==> src/ptdg_regs.svh <==
`ifndef PTDG_REGS_SVH
`define PTDG_REGS_SVH

// ==================================================
// timing
`define PTDG_CLK_HZ 20000000
`define PTDG_MS_TIME_US 1000
`define PTDG_MS_CYCLES (`PTDG_CLK_HZ / 1000000 * `PTDG_MS_TIME_US)
`define PTDG_SCAN_TIME_US 1000
`define PTDG_SCAN_CYCLES (`PTDG_CLK_HZ / 1000000 * `PTDG_SCAN_TIME_US)

// ==================================================
// limits and reset values
`define PTDG_FREQ_MIN 17'h00006
`define PTDG_FREQ_MAX 17'h186A0
`define PTDG_MS_MIN 16'h0014
`define PTDG_MS_MAX 16'h7FFF
`define PTDG_MS_RESET 16'h0064
`define PTDG_BASE_RESET 32'h000000C8
`define PTDG_DECEL_DIV 44'h00000007D0

// ==================================================
// register word index within a channel; channel n at byte n * 0x40
`define PTDG_CH_STRIDE_BIT 6
`define PTDG_REG_CTRL 4'h0
`define PTDG_REG_FREQ 4'h1
`define PTDG_REG_COUNT 4'h2
`define PTDG_REG_RAMP 4'h3
`define PTDG_REG_DECEL 4'h4
`define PTDG_REG_BASE 4'h5
`define PTDG_REG_POS_LOW 4'h6
`define PTDG_REG_POS_HIGH 4'h7
`define PTDG_REG_STATUS 4'h8

// ==================================================
// control and status fields
`define PTDG_CTRL_EN 0
`define PTDG_CTRL_REL 1
`define PTDG_CTRL_INV 2
`define PTDG_CTRL_PAUSE 3
`define PTDG_CTRL_SEP 4
`define PTDG_CTRL_RSTOP 5
`define PTDG_STAT_DONE 0
`define PTDG_STAT_PAUSED 1
`define PTDG_STAT_BUSY 2
`define PTDG_STAT_DIR 3

`endif

==> src/ptdg_pkg.sv <==
`include "ptdg_regs.svh"

package ptdg_pkg;

  typedef enum logic [2:0] {
    ST_IDLE = 3'b000,
    ST_VEL_RUN = 3'b001,
    ST_VEL_HALT = 3'b010,
    ST_REL_RUN = 3'b011,
    ST_REL_DONE = 3'b100
  } ptdg_state_t;

  function automatic logic [16:0] ptdg_clamp_hz(input logic [31:0] v);
    if (v < 32'(`PTDG_FREQ_MIN)) return `PTDG_FREQ_MIN;
    else if (v > 32'(`PTDG_FREQ_MAX)) return `PTDG_FREQ_MAX;
    else return v[16:0];
  endfunction

  function automatic logic [15:0] ptdg_clamp_ms(input logic [15:0] v);
    if (v < `PTDG_MS_MIN) return `PTDG_MS_MIN;
    else if (v > `PTDG_MS_MAX) return `PTDG_MS_MAX;
    else return v;
  endfunction

  function automatic logic [16:0] ptdg_vel_mag(input logic [31:0] v);
    logic [31:0] m;
    m = v[31] ? 32'(-v) : v;
    if (m > 32'(`PTDG_FREQ_MAX)) return `PTDG_FREQ_MAX;
    else return m[16:0];
  endfunction

endpackage

==> src/ptdg_top.sv <==
`timescale 1ns/1ps
`include "ptdg_regs.svh"

module ptdg_top
  import ptdg_pkg::*;
#(
  parameter int unsigned MS_CYCLES = `PTDG_MS_CYCLES,
  parameter int unsigned SCAN_CYCLES = `PTDG_SCAN_CYCLES
) (
  input wire logic clk_sys,
  input wire logic rst_n,
  input wire logic psel,
  input wire logic penable,
  input wire logic pwrite,
  input wire logic [11:0] paddr,
  input wire logic [31:0] pwdata,
  output logic [31:0] prdata,
  output logic pready,
  output logic pslverr,
  output logic ch0_pulse_out,
  output logic ch0_dir_out,
  output logic ch1_pulse_out,
  output logic ch1_dir_out,
  output logic ch0_done_flag,
  output logic ch1_done_flag,
  output logic ch0_paused_flag,
  output logic ch1_paused_flag
);

  // ==================================================
  // apb decode
  wire access = psel & penable;
  wire [3:0] reg_idx = paddr[5:2];
  wire ch_sel = paddr[`PTDG_CH_STRIDE_BIT];
  wire unmapped = (paddr[11:7] != 5'h00) | (reg_idx > `PTDG_REG_STATUS);
  wire wr_ok = access & pwrite & ~unmapped;

  logic [31:0] rd_ch [2];
  logic pulse_w [2];
  logic dir_w [2];
  logic done_w [2];
  logic paused_w [2];

  // zero wait states: every access completes in its first access cycle
  assign pready = 1'b1;
  assign pslverr = access & unmapped;
  assign prdata = (access & ~pwrite & ~unmapped) ? rd_ch[ch_sel] : 32'h00000000;

  // ==================================================
  // channel pin mapping
  assign ch0_pulse_out = pulse_w[0];
  assign ch0_dir_out = dir_w[0];
  assign ch1_pulse_out = pulse_w[1];
  assign ch1_dir_out = dir_w[1];
  assign ch0_done_flag = done_w[0];
  assign ch1_done_flag = done_w[1];
  assign ch0_paused_flag = paused_w[0];
  assign ch1_paused_flag = paused_w[1];

  for (genvar c = 0; c < 2; c++) begin : g_ch
    // software registers
    logic en, rel_mode, dir_invert, pause_req, sep_decel_en, ramp_stop_en;
    logic [31:0] freq_cmd, count_cmd, base_freq;
    logic [15:0] ramp_time, decel_time;
    // working state
    ptdg_state_t state;
    logic [31:0] remaining, err, halt_cnt, pos;
    logic [16:0] cur_f, tgt_f, start_f;
    logic [15:0] ramp_l, dec_l;
    logic dir_r, inv_l, sep_l, rstop_l, stopping, done, paused, dir_q;

    wire wr_ch = wr_ok & (ch_sel == 1'(c));
    wire wr_ctrl = wr_ch & (reg_idx == `PTDG_REG_CTRL);
    wire wr_stat = wr_ch & (reg_idx == `PTDG_REG_STATUS);

    // ==================================================
    // register writes
    always_ff @(posedge clk_sys or negedge rst_n) begin
      if (!rst_n) begin
        {ramp_stop_en, sep_decel_en, pause_req, dir_invert, rel_mode, en} <= 6'h00;
      end else if (wr_ctrl) begin
        {ramp_stop_en, sep_decel_en, pause_req, dir_invert, rel_mode, en} <= pwdata[5:0];
      end
    end

    always_ff @(posedge clk_sys or negedge rst_n) begin
      if (!rst_n) begin
        freq_cmd <= 32'h00000000;
        count_cmd <= 32'h00000000;
        ramp_time <= `PTDG_MS_RESET;
        decel_time <= `PTDG_MS_RESET;
        base_freq <= `PTDG_BASE_RESET;
      end else if (wr_ch) begin
        if (reg_idx == `PTDG_REG_FREQ) freq_cmd <= pwdata;
        if (reg_idx == `PTDG_REG_COUNT) count_cmd <= pwdata;
        if (reg_idx == `PTDG_REG_RAMP) ramp_time <= pwdata[15:0];
        if (reg_idx == `PTDG_REG_DECEL) decel_time <= pwdata[15:0];
        if (reg_idx == `PTDG_REG_BASE) base_freq <= pwdata;
      end
    end

    // ==================================================
    // velocity command decode
    wire vel_neg = freq_cmd[31];
    wire [16:0] vel_mag = ptdg_vel_mag(freq_cmd);
    wire [16:0] req_tgt = ptdg_clamp_hz(freq_cmd);
    wire [16:0] req_base = ptdg_clamp_hz(base_freq);

    // ==================================================
    // linear ramp: bresenham over the ramp time in clocks
    wire [15:0] dec_eff = sep_l ? dec_l : ramp_l;
    wire [43:0] dec_need = 44'(cur_f + start_f) * 44'(dec_eff);
    wire [43:0] dec_have = 44'(remaining) * `PTDG_DECEL_DIV;
    // remaining pulses no more than the area under the ramp-down
    wire decel = stopping | (dec_have <= dec_need);
    wire [15:0] ms_eff = decel ? dec_eff : ramp_l;
    wire [31:0] ramp_total = 32'(ms_eff) * 32'(MS_CYCLES);
    wire [16:0] span = tgt_f - start_f;
    wire [31:0] err_sum = err + 32'(span);
    wire bump = err_sum >= ramp_total;

    // ==================================================
    // pulse engine
    wire gen_run = ((state == ST_VEL_RUN) & (vel_mag != 17'h00000))
                 | ((state == ST_REL_RUN) & ~pause_req);
    wire [16:0] gen_freq = (state == ST_VEL_RUN) ? vel_mag : cur_f;
    wire step;

    ptdg_pulse_gen u_gen (
      .clk_sys(clk_sys),
      .rst_n(rst_n),
      .run(gen_run),
      .freq(gen_freq),
      .pulse_out(pulse_w[c]),
      .step(step)
    );

    wire last_step = step & (remaining == 32'h00000001);
    wire ramp_end = stopping & (cur_f <= start_f);
    wire rel_abort = ~en & ~stopping & ~(rstop_l & ~pause_req);
    wire set_done = ((state == ST_REL_RUN) & (last_step | ramp_end))
                  | (((state == ST_VEL_RUN) | (state == ST_VEL_HALT)) & ~en);
    wire start = (state == ST_IDLE) & en;

    // ==================================================
    // command sequencer
    always_ff @(posedge clk_sys or negedge rst_n) begin
      if (!rst_n) begin
        state <= ST_IDLE;
        dir_r <= 1'b0;
        inv_l <= 1'b0;
        sep_l <= 1'b0;
        rstop_l <= 1'b0;
        stopping <= 1'b0;
        halt_cnt <= 32'h00000000;
        remaining <= 32'h00000000;
        tgt_f <= `PTDG_FREQ_MIN;
        start_f <= `PTDG_FREQ_MIN;
        ramp_l <= `PTDG_MS_RESET;
        dec_l <= `PTDG_MS_RESET;
      end else begin
        case (state)
          ST_IDLE: begin
            stopping <= 1'b0;
            if (en) begin
              // move settings are captured here and later writes wait, except freq_cmd, which velocity mode follows live
              inv_l <= dir_invert;
              sep_l <= sep_decel_en;
              rstop_l <= ramp_stop_en;
              ramp_l <= ptdg_clamp_ms(ramp_time);
              dec_l <= ptdg_clamp_ms(decel_time);
              tgt_f <= req_tgt;
              start_f <= (req_base < req_tgt) ? req_base : req_tgt;
              remaining <= count_cmd[31] ? 32'(-count_cmd) : count_cmd;
              dir_r <= rel_mode ? count_cmd[31] : vel_neg;
              if (!rel_mode) state <= ST_VEL_RUN;
              else if (count_cmd == 32'h00000000) state <= ST_REL_DONE;
              else state <= ST_REL_RUN;
            end
          end
          ST_VEL_RUN: begin
            if (!en) begin
              state <= ST_IDLE;
            end else if (vel_neg != dir_r) begin
              halt_cnt <= 32'(SCAN_CYCLES - 1);
              state <= ST_VEL_HALT;
            end
          end
          ST_VEL_HALT: begin
            if (!en) begin
              state <= ST_IDLE;
            end else if (halt_cnt == 32'h00000000) begin
              dir_r <= vel_neg;
              state <= ST_VEL_RUN;
            end else begin
              halt_cnt <= halt_cnt - 32'h00000001;
            end
          end
          ST_REL_RUN: begin
            if (step) remaining <= remaining - 32'h00000001;
            if (last_step) begin
              state <= ST_REL_DONE;
            end else if (ramp_end | rel_abort) begin
              state <= ST_IDLE;
            end else if (!en) begin
              stopping <= 1'b1;
            end
          end
          ST_REL_DONE: begin
            if (!en) state <= ST_IDLE;
          end
          default: state <= ST_IDLE;
        endcase
      end
    end

    // ==================================================
    // ramp rate
    always_ff @(posedge clk_sys or negedge rst_n) begin
      if (!rst_n) begin
        cur_f <= `PTDG_FREQ_MIN;
        err <= 32'h00000000;
      end else if (start | (state != ST_REL_RUN) | pause_req) begin
        // a relative move, and a resume after pause, ramps up from the start rate
        cur_f <= start ? ((req_base < req_tgt) ? req_base : req_tgt) : start_f;
        err <= 32'h00000000;
      end else begin
        err <= bump ? err_sum - ramp_total : err_sum;
        if (bump & decel & (cur_f > start_f)) cur_f <= cur_f - 17'h00001;
        else if (bump & ~decel & (cur_f < tgt_f)) cur_f <= cur_f + 17'h00001;
      end
    end

    // ==================================================
    // position, flags and direction pin
    always_ff @(posedge clk_sys or negedge rst_n) begin
      if (!rst_n) pos <= 32'h00000000;
      else if (step) pos <= dir_r ? pos - 32'h00000001 : pos + 32'h00000001;
    end

    always_ff @(posedge clk_sys or negedge rst_n) begin
      if (!rst_n) done <= 1'b0;
      else if (set_done) done <= 1'b1;
      else if (start | (wr_stat & pwdata[`PTDG_STAT_DONE])) done <= 1'b0;
    end

    always_ff @(posedge clk_sys or negedge rst_n) begin
      if (!rst_n) begin
        paused <= 1'b0;
        dir_q <= 1'b0;
      end else begin
        paused <= (state == ST_REL_RUN) & pause_req & ~last_step;
        // direction released only when the channel returns to idle
        dir_q <= (state != ST_IDLE) & (dir_r ^ inv_l);
      end
    end

    assign dir_w[c] = dir_q;
    assign done_w[c] = done;
    assign paused_w[c] = paused;

    // ==================================================
    // read mux
    wire [31:0] status_word = {28'h0000000, dir_q, (state != ST_IDLE), paused, done};
    always_comb begin
      case (reg_idx)
        `PTDG_REG_CTRL: rd_ch[c] = {26'h0000000, ramp_stop_en, sep_decel_en,
                                    pause_req, dir_invert, rel_mode, en};
        `PTDG_REG_FREQ: rd_ch[c] = freq_cmd;
        `PTDG_REG_COUNT: rd_ch[c] = count_cmd;
        `PTDG_REG_RAMP: rd_ch[c] = {16'h0000, ramp_time};
        `PTDG_REG_DECEL: rd_ch[c] = {16'h0000, decel_time};
        `PTDG_REG_BASE: rd_ch[c] = base_freq;
        `PTDG_REG_POS_LOW: rd_ch[c] = {16'h0000, pos[15:0]};
        `PTDG_REG_POS_HIGH: rd_ch[c] = {16'h0000, pos[31:16]};
        `PTDG_REG_STATUS: rd_ch[c] = status_word;
        default: rd_ch[c] = 32'h00000000;
      endcase
    end
  end

endmodule

==> src/ptdg_pulse_gen.sv <==
`timescale 1ns/1ps
`include "ptdg_regs.svh"

module ptdg_pulse_gen
  import ptdg_pkg::*;
(
  input wire logic clk_sys,
  input wire logic rst_n,
  input wire logic run,
  input wire logic [16:0] freq,
  output logic pulse_out,
  output logic step
);

  localparam logic [25:0] CLK_HZ = 26'(`PTDG_CLK_HZ);

  logic [25:0] acc;
  wire [25:0] acc_sum = acc + {8'h00, freq, 1'b0};
  wire wrap = acc_sum >= CLK_HZ;

  // ==================================================
  // half-period accumulator: toggles at twice the rate
  always_ff @(posedge clk_sys or negedge rst_n) begin
    if (!rst_n) begin
      acc <= 26'h0000000;
      pulse_out <= 1'b0;
      step <= 1'b0;
    end else if (!run) begin
      // dropping run kills the pulse mid-period, no tail
      acc <= 26'h0000000;
      pulse_out <= 1'b0;
      // a cut high phase still ends in a falling edge that the drive counts
      step <= pulse_out;
    end else begin
      acc <= wrap ? acc_sum - CLK_HZ : acc_sum;
      pulse_out <= wrap ? ~pulse_out : pulse_out;
      // a pulse counts at its falling edge
      step <= wrap & pulse_out;
    end
  end

endmodule

==> config.mk <==
export PLATFORM = sky130hd
export DESIGN_NAME = ptdg_top
export DESIGN_NICKNAME = d
export VERILOG_FILES = /design/src/ptdg_pkg.sv /design/src/ptdg_top.sv /design/src/ptdg_pulse_gen.sv
export VERILOG_INCLUDE_DIRS = /design/src
export SDC_FILE = /design/constraint.sdc
export NUM_CORES = 2
export LEC_CHECK = 0
export ABC_AREA = 1
export ABC_CLOCK_PERIOD_IN_PS = 19500
export BUFFER_PORTS_ARGS = -buffer_cell sky130_fd_sc_hd__buf_2
export CAP_MARGIN = 15
export CORE_UTILIZATION = 35
export CTS_BUF_LIST = sky130_fd_sc_hd__clkbuf_16
export CTS_CLUSTER_DIAMETER = 40
export CTS_CLUSTER_SIZE = 30
export DETAILED_ROUTE_END_ITERATION = 8
export MAX_ROUTING_LAYER = met4
export PLACE_DENSITY = 0.46
export SYNTH_ARGS = -nofsm -noshare
export SYNTH_HDL_FRONTEND = slang
export SYNTH_SLANG_ARGS = --single-unit
==> constraint.sdc <==
create_clock -name clk_sys -period 19.5 [get_ports clk_sys]
set_clock_uncertainty 0.15 [all_clocks]
set_input_delay 3.9 -clock clk_sys [delete_from_list [all_inputs] [get_ports clk_sys]]
set_output_delay 3.9 -clock clk_sys [all_outputs]
set_load 0.02 [all_outputs]
==> results.md <==
- Setup violators final: 0
- DPL Wire Length: 295000 µm
- CP max-delay cell: fa_1
- R2R cell count: 101
- Post-layout util: 40.1%
- Max Cap Viol: 0
- Top post-synthesis cells by area: dfrtp_1 19%, fa_1 16%, ha_1 14%
- 1st-pass router iterations: 6
- Final hold violation count: 0
- 1st-iter DRT viols: 6249
- Nets: 15400
- Wire per inst: 21.1 µm
- Worst R2R End: g_ch[1].cur_f[14]$_DFFE_PN0P_
- Pleak: 58.0 nW
- Synth top area share: 18.9%
- Worst-Margin Slew: 1.20 ns
- Total Routing Usage GR: 26.9%
- Post-Synthesis Cells: 13100
- Final WS setup: 1.32 ns
- Placed insts: 16900
- Number of flops mapped to enable cells by yosys: 0
- Slew Limit Headroom: 19.8%
- CP max FO: 18
- Non-filler cells, final: 17300
- WS Path Type: reg2reg
- First-pass GRT wire length: 554000 µm
- CP endpoint kind: register
- Startpoint Class: register
- Routed Antenna Nets: 0
- CP delay by family, top: adder cells
- Register bit count reported by yosys: 766
- Gpl congestion: 0.972
- Starting density of the core: 35.3%
- Std-Cell Rows: 191
- Crit path time final: 18.18 ns
- Syn_area_per_cell: 7.29 µm²
- Die Width: 525 µm
- GR Overflow Total: 0
- Final wirelength: 364000 µm
- Min-delay worst type: reg2reg
- Mapped Area: 95800 µm²
- IO Count: 91
- Most numerous cell in the Yosys netlist: nand2_1
- Post-synthesis cell type count: 78
- Hold endpoint: g_ch[1].dec_l[15]$_DFFE_PN0P_
- Share of cells above drive strength 1: 8.19%
- Root Buffer: clkbuf_16
- PortBufs: 87
- Leading register cell type out of synthesis: dfrtp_1
- Data arrival time of the critical path: 18.77 ns
- Clock tree sinks: 766
- Setup TNS: 0 ns
- Vias in the first global route: 90300
- Max incr delay on CP: 0.55 ns
- Hold depth: 2
- Status: finished clean
- Initial antenna violation count: 18
- Min-delay src: g_ch[1].dec_l[15]$_DFFE_PN0P_
- PD cells: 70.0 nW/µm²
- Register area share after synthesis: 20.1%
- Clock-pin slew on the worst setup and hold paths: 0.06 ns
- Critical Path Most Common Cell: nand2_1
- R2R setup slack: 1.32 ns
- TritonCTS clock tree: done
- Pre-CTS setup slack: 0.233 ns
- Max clock buf depth: 4
- Data required time at the worst endpoint: 20.09 ns
- CP bufs+invs: 21
- Syn Nets: 15000
- Yosys top cell by area: dfrtp_1
- # H-tree levels: 4
- Power after layout: 7.62 mW
- Die ar.: 276000 µm²
- Die H: 525 µm
- Fin. max-slew vios: 0
- CTS buffer count: 173
- Hold Buf Count CTS: 0
- Max IR drop VDD: 118 µV
- Fin crit share: 93.2%
- Largest net degree at the start of global routing: 153
- Syn-to-layout area delta: 13.7%
- Fmax: 55.0 MHz
- DRC Markers: 0
- Share of flip-flops with an asynchronous set or reset: 100%
- Via count: 89800
- FF-to-FF Start: g_ch[1].start_f[2]$_DFFE_PN1P_
- Placeable Area: 271000 µm²
- Ys Warns: 0
- Commonest cells post-synth: 3035 x nand2_1, 2082 x inv_1, 1111 x nor2_1
- Vias per Instance: 5.20
- Later-pin clock latency in the skew report: 0.88 ns
[per-layer routing]
metal / routed length [µm] / up-vias / track usage [%]
met2: 178000 / 2303 / 45.5
met1: 153000 / 43500 / 32.8
met3: 16600 / 639 / 2.79
met5: 0 / - / -
li1: - / 43400 / -
met4: 16400 / 0 / 10.8
[per-stage QoR]
step           hold slack [ns]  area, µm²
3_5_place_dp             0.300     103000
3_3_place_gp             0.292     103000
4_1_cts                  0.316     109000
5_1_grt                  0.339     109000
2_1_floorplan            0.279      95800
6_report                 0.313     109000
[area by class of cell]
cell class	instances	area [µm²]
Fill cell	28500	163000
Clock buffer	176	4400
Inverter	2125	7980
Multi-Input combinational cell	9929	67600
Sequential cell	766	19200
Antenna cell	20	50.0
Clock inverter	130	1170
Tap cell	3570	4470
Timing Repair Buffer	557	4020
[cells by family (layout without fill, tap and decap cells)]
family,Yosys count,in the layout,synth area share [%]
compound gates,2360,2360,13.5
fa+ha+maj,1801,1801,29.5
xor+xnor,410,410,3.77
simple gates,5357,5357,23.4
other cells,1,21,0.00392
flops,766,766,20.1
buf+inv,2441,2988,9.72
[placed cells by master (no fill, tap or decap), drive strengths merged, types with 22 or more instances in the layout]
cell and n:
nand2 3056, nor3 160, o21bai 49, a22oi 22, buf 557, nor2 1142
nand4 141, ha 1037, o21ai 1084, nand3 645, nor4 76, xnor2 150
inv 2156, xor2 260, nand3b 32, clkinv 71, a21boi 25, a221oi 37
a211oi 24, clkbuf 176, dfstp 42, fa 764, a21o 29, dfrtp 724
a21oi 802, o22ai 60, or2 69, o31ai 28, a31oi 105
[worst max-delay path by stage]
stage	slack, ns	cells past startpoint	to	from
5_1_grt	-0.04	104	g_ch[1].cur_f[14]$_DFFE_PN0P_	g_ch[1].start_f[2]$_DFFE_PN1P_
6_report	1.32	101	g_ch[1].cur_f[14]$_DFFE_PN0P_	g_ch[1].start_f[2]$_DFFE_PN1P_
4_1_cts	0.1	101	g_ch[1].cur_f[14]$_DFFE_PN0P_	g_ch[1].cur_f[1]$_DFFE_PN1P_
3_5_place_dp	0.23	101	g_ch[1].cur_f[14]$_DFFE_PN0P_	g_ch[1].cur_f[1]$_DFFE_PN1P_
3_3_place_gp	0.30	100	g_ch[1].cur_f[14]$_DFFE_PN0P_	g_ch[1].cur_f[1]$_DFFE_PN1P_
2_1_floorplan	2.69	95	g_ch[1].cur_f[14]$_DFFE_PN0P_	g_ch[1].cur_f[1]$_DFFE_PN1P_
[sequential cells by signal, summed over array words and instances, names as in the netlist, 50 cells and up]
register        flops
g_ch.base_freq     64
g_ch.count_cmd     64
g_ch.err           64
g_ch.freq_cmd      64
g_ch.halt_cnt      64
g_ch.pos           64
g_ch.remaining     64
g_ch.u_gen.acc     50
[worst register-to-register path, delay by kind of cell (launching register included)]
family | cells | cell delay (ns)
buffers and inverters | 21 | 2.44
DFF | 1 | 0.53
xor gates and xnor gates | 2 | 0.46
adders and majority gates | 17 | 7.13
and+or+nand+nor | 35 | 3.61
AOI/OAI and AO/OA | 26 | 3.77
[report_power, final]
group	switching, mW	internal [mW]	total, mW
combinational	2.02	1.09	3.11
clock	1.07	1.79	2.86
sequential	0.0390	1.61	1.65
[repair_timing]
action / CTS / global route
resized for setup: 0 / 75
endpoints found under the setup margin: 0 / 33
buffers inserted: 0 / 9
Power figures use the tool's default switching activity.
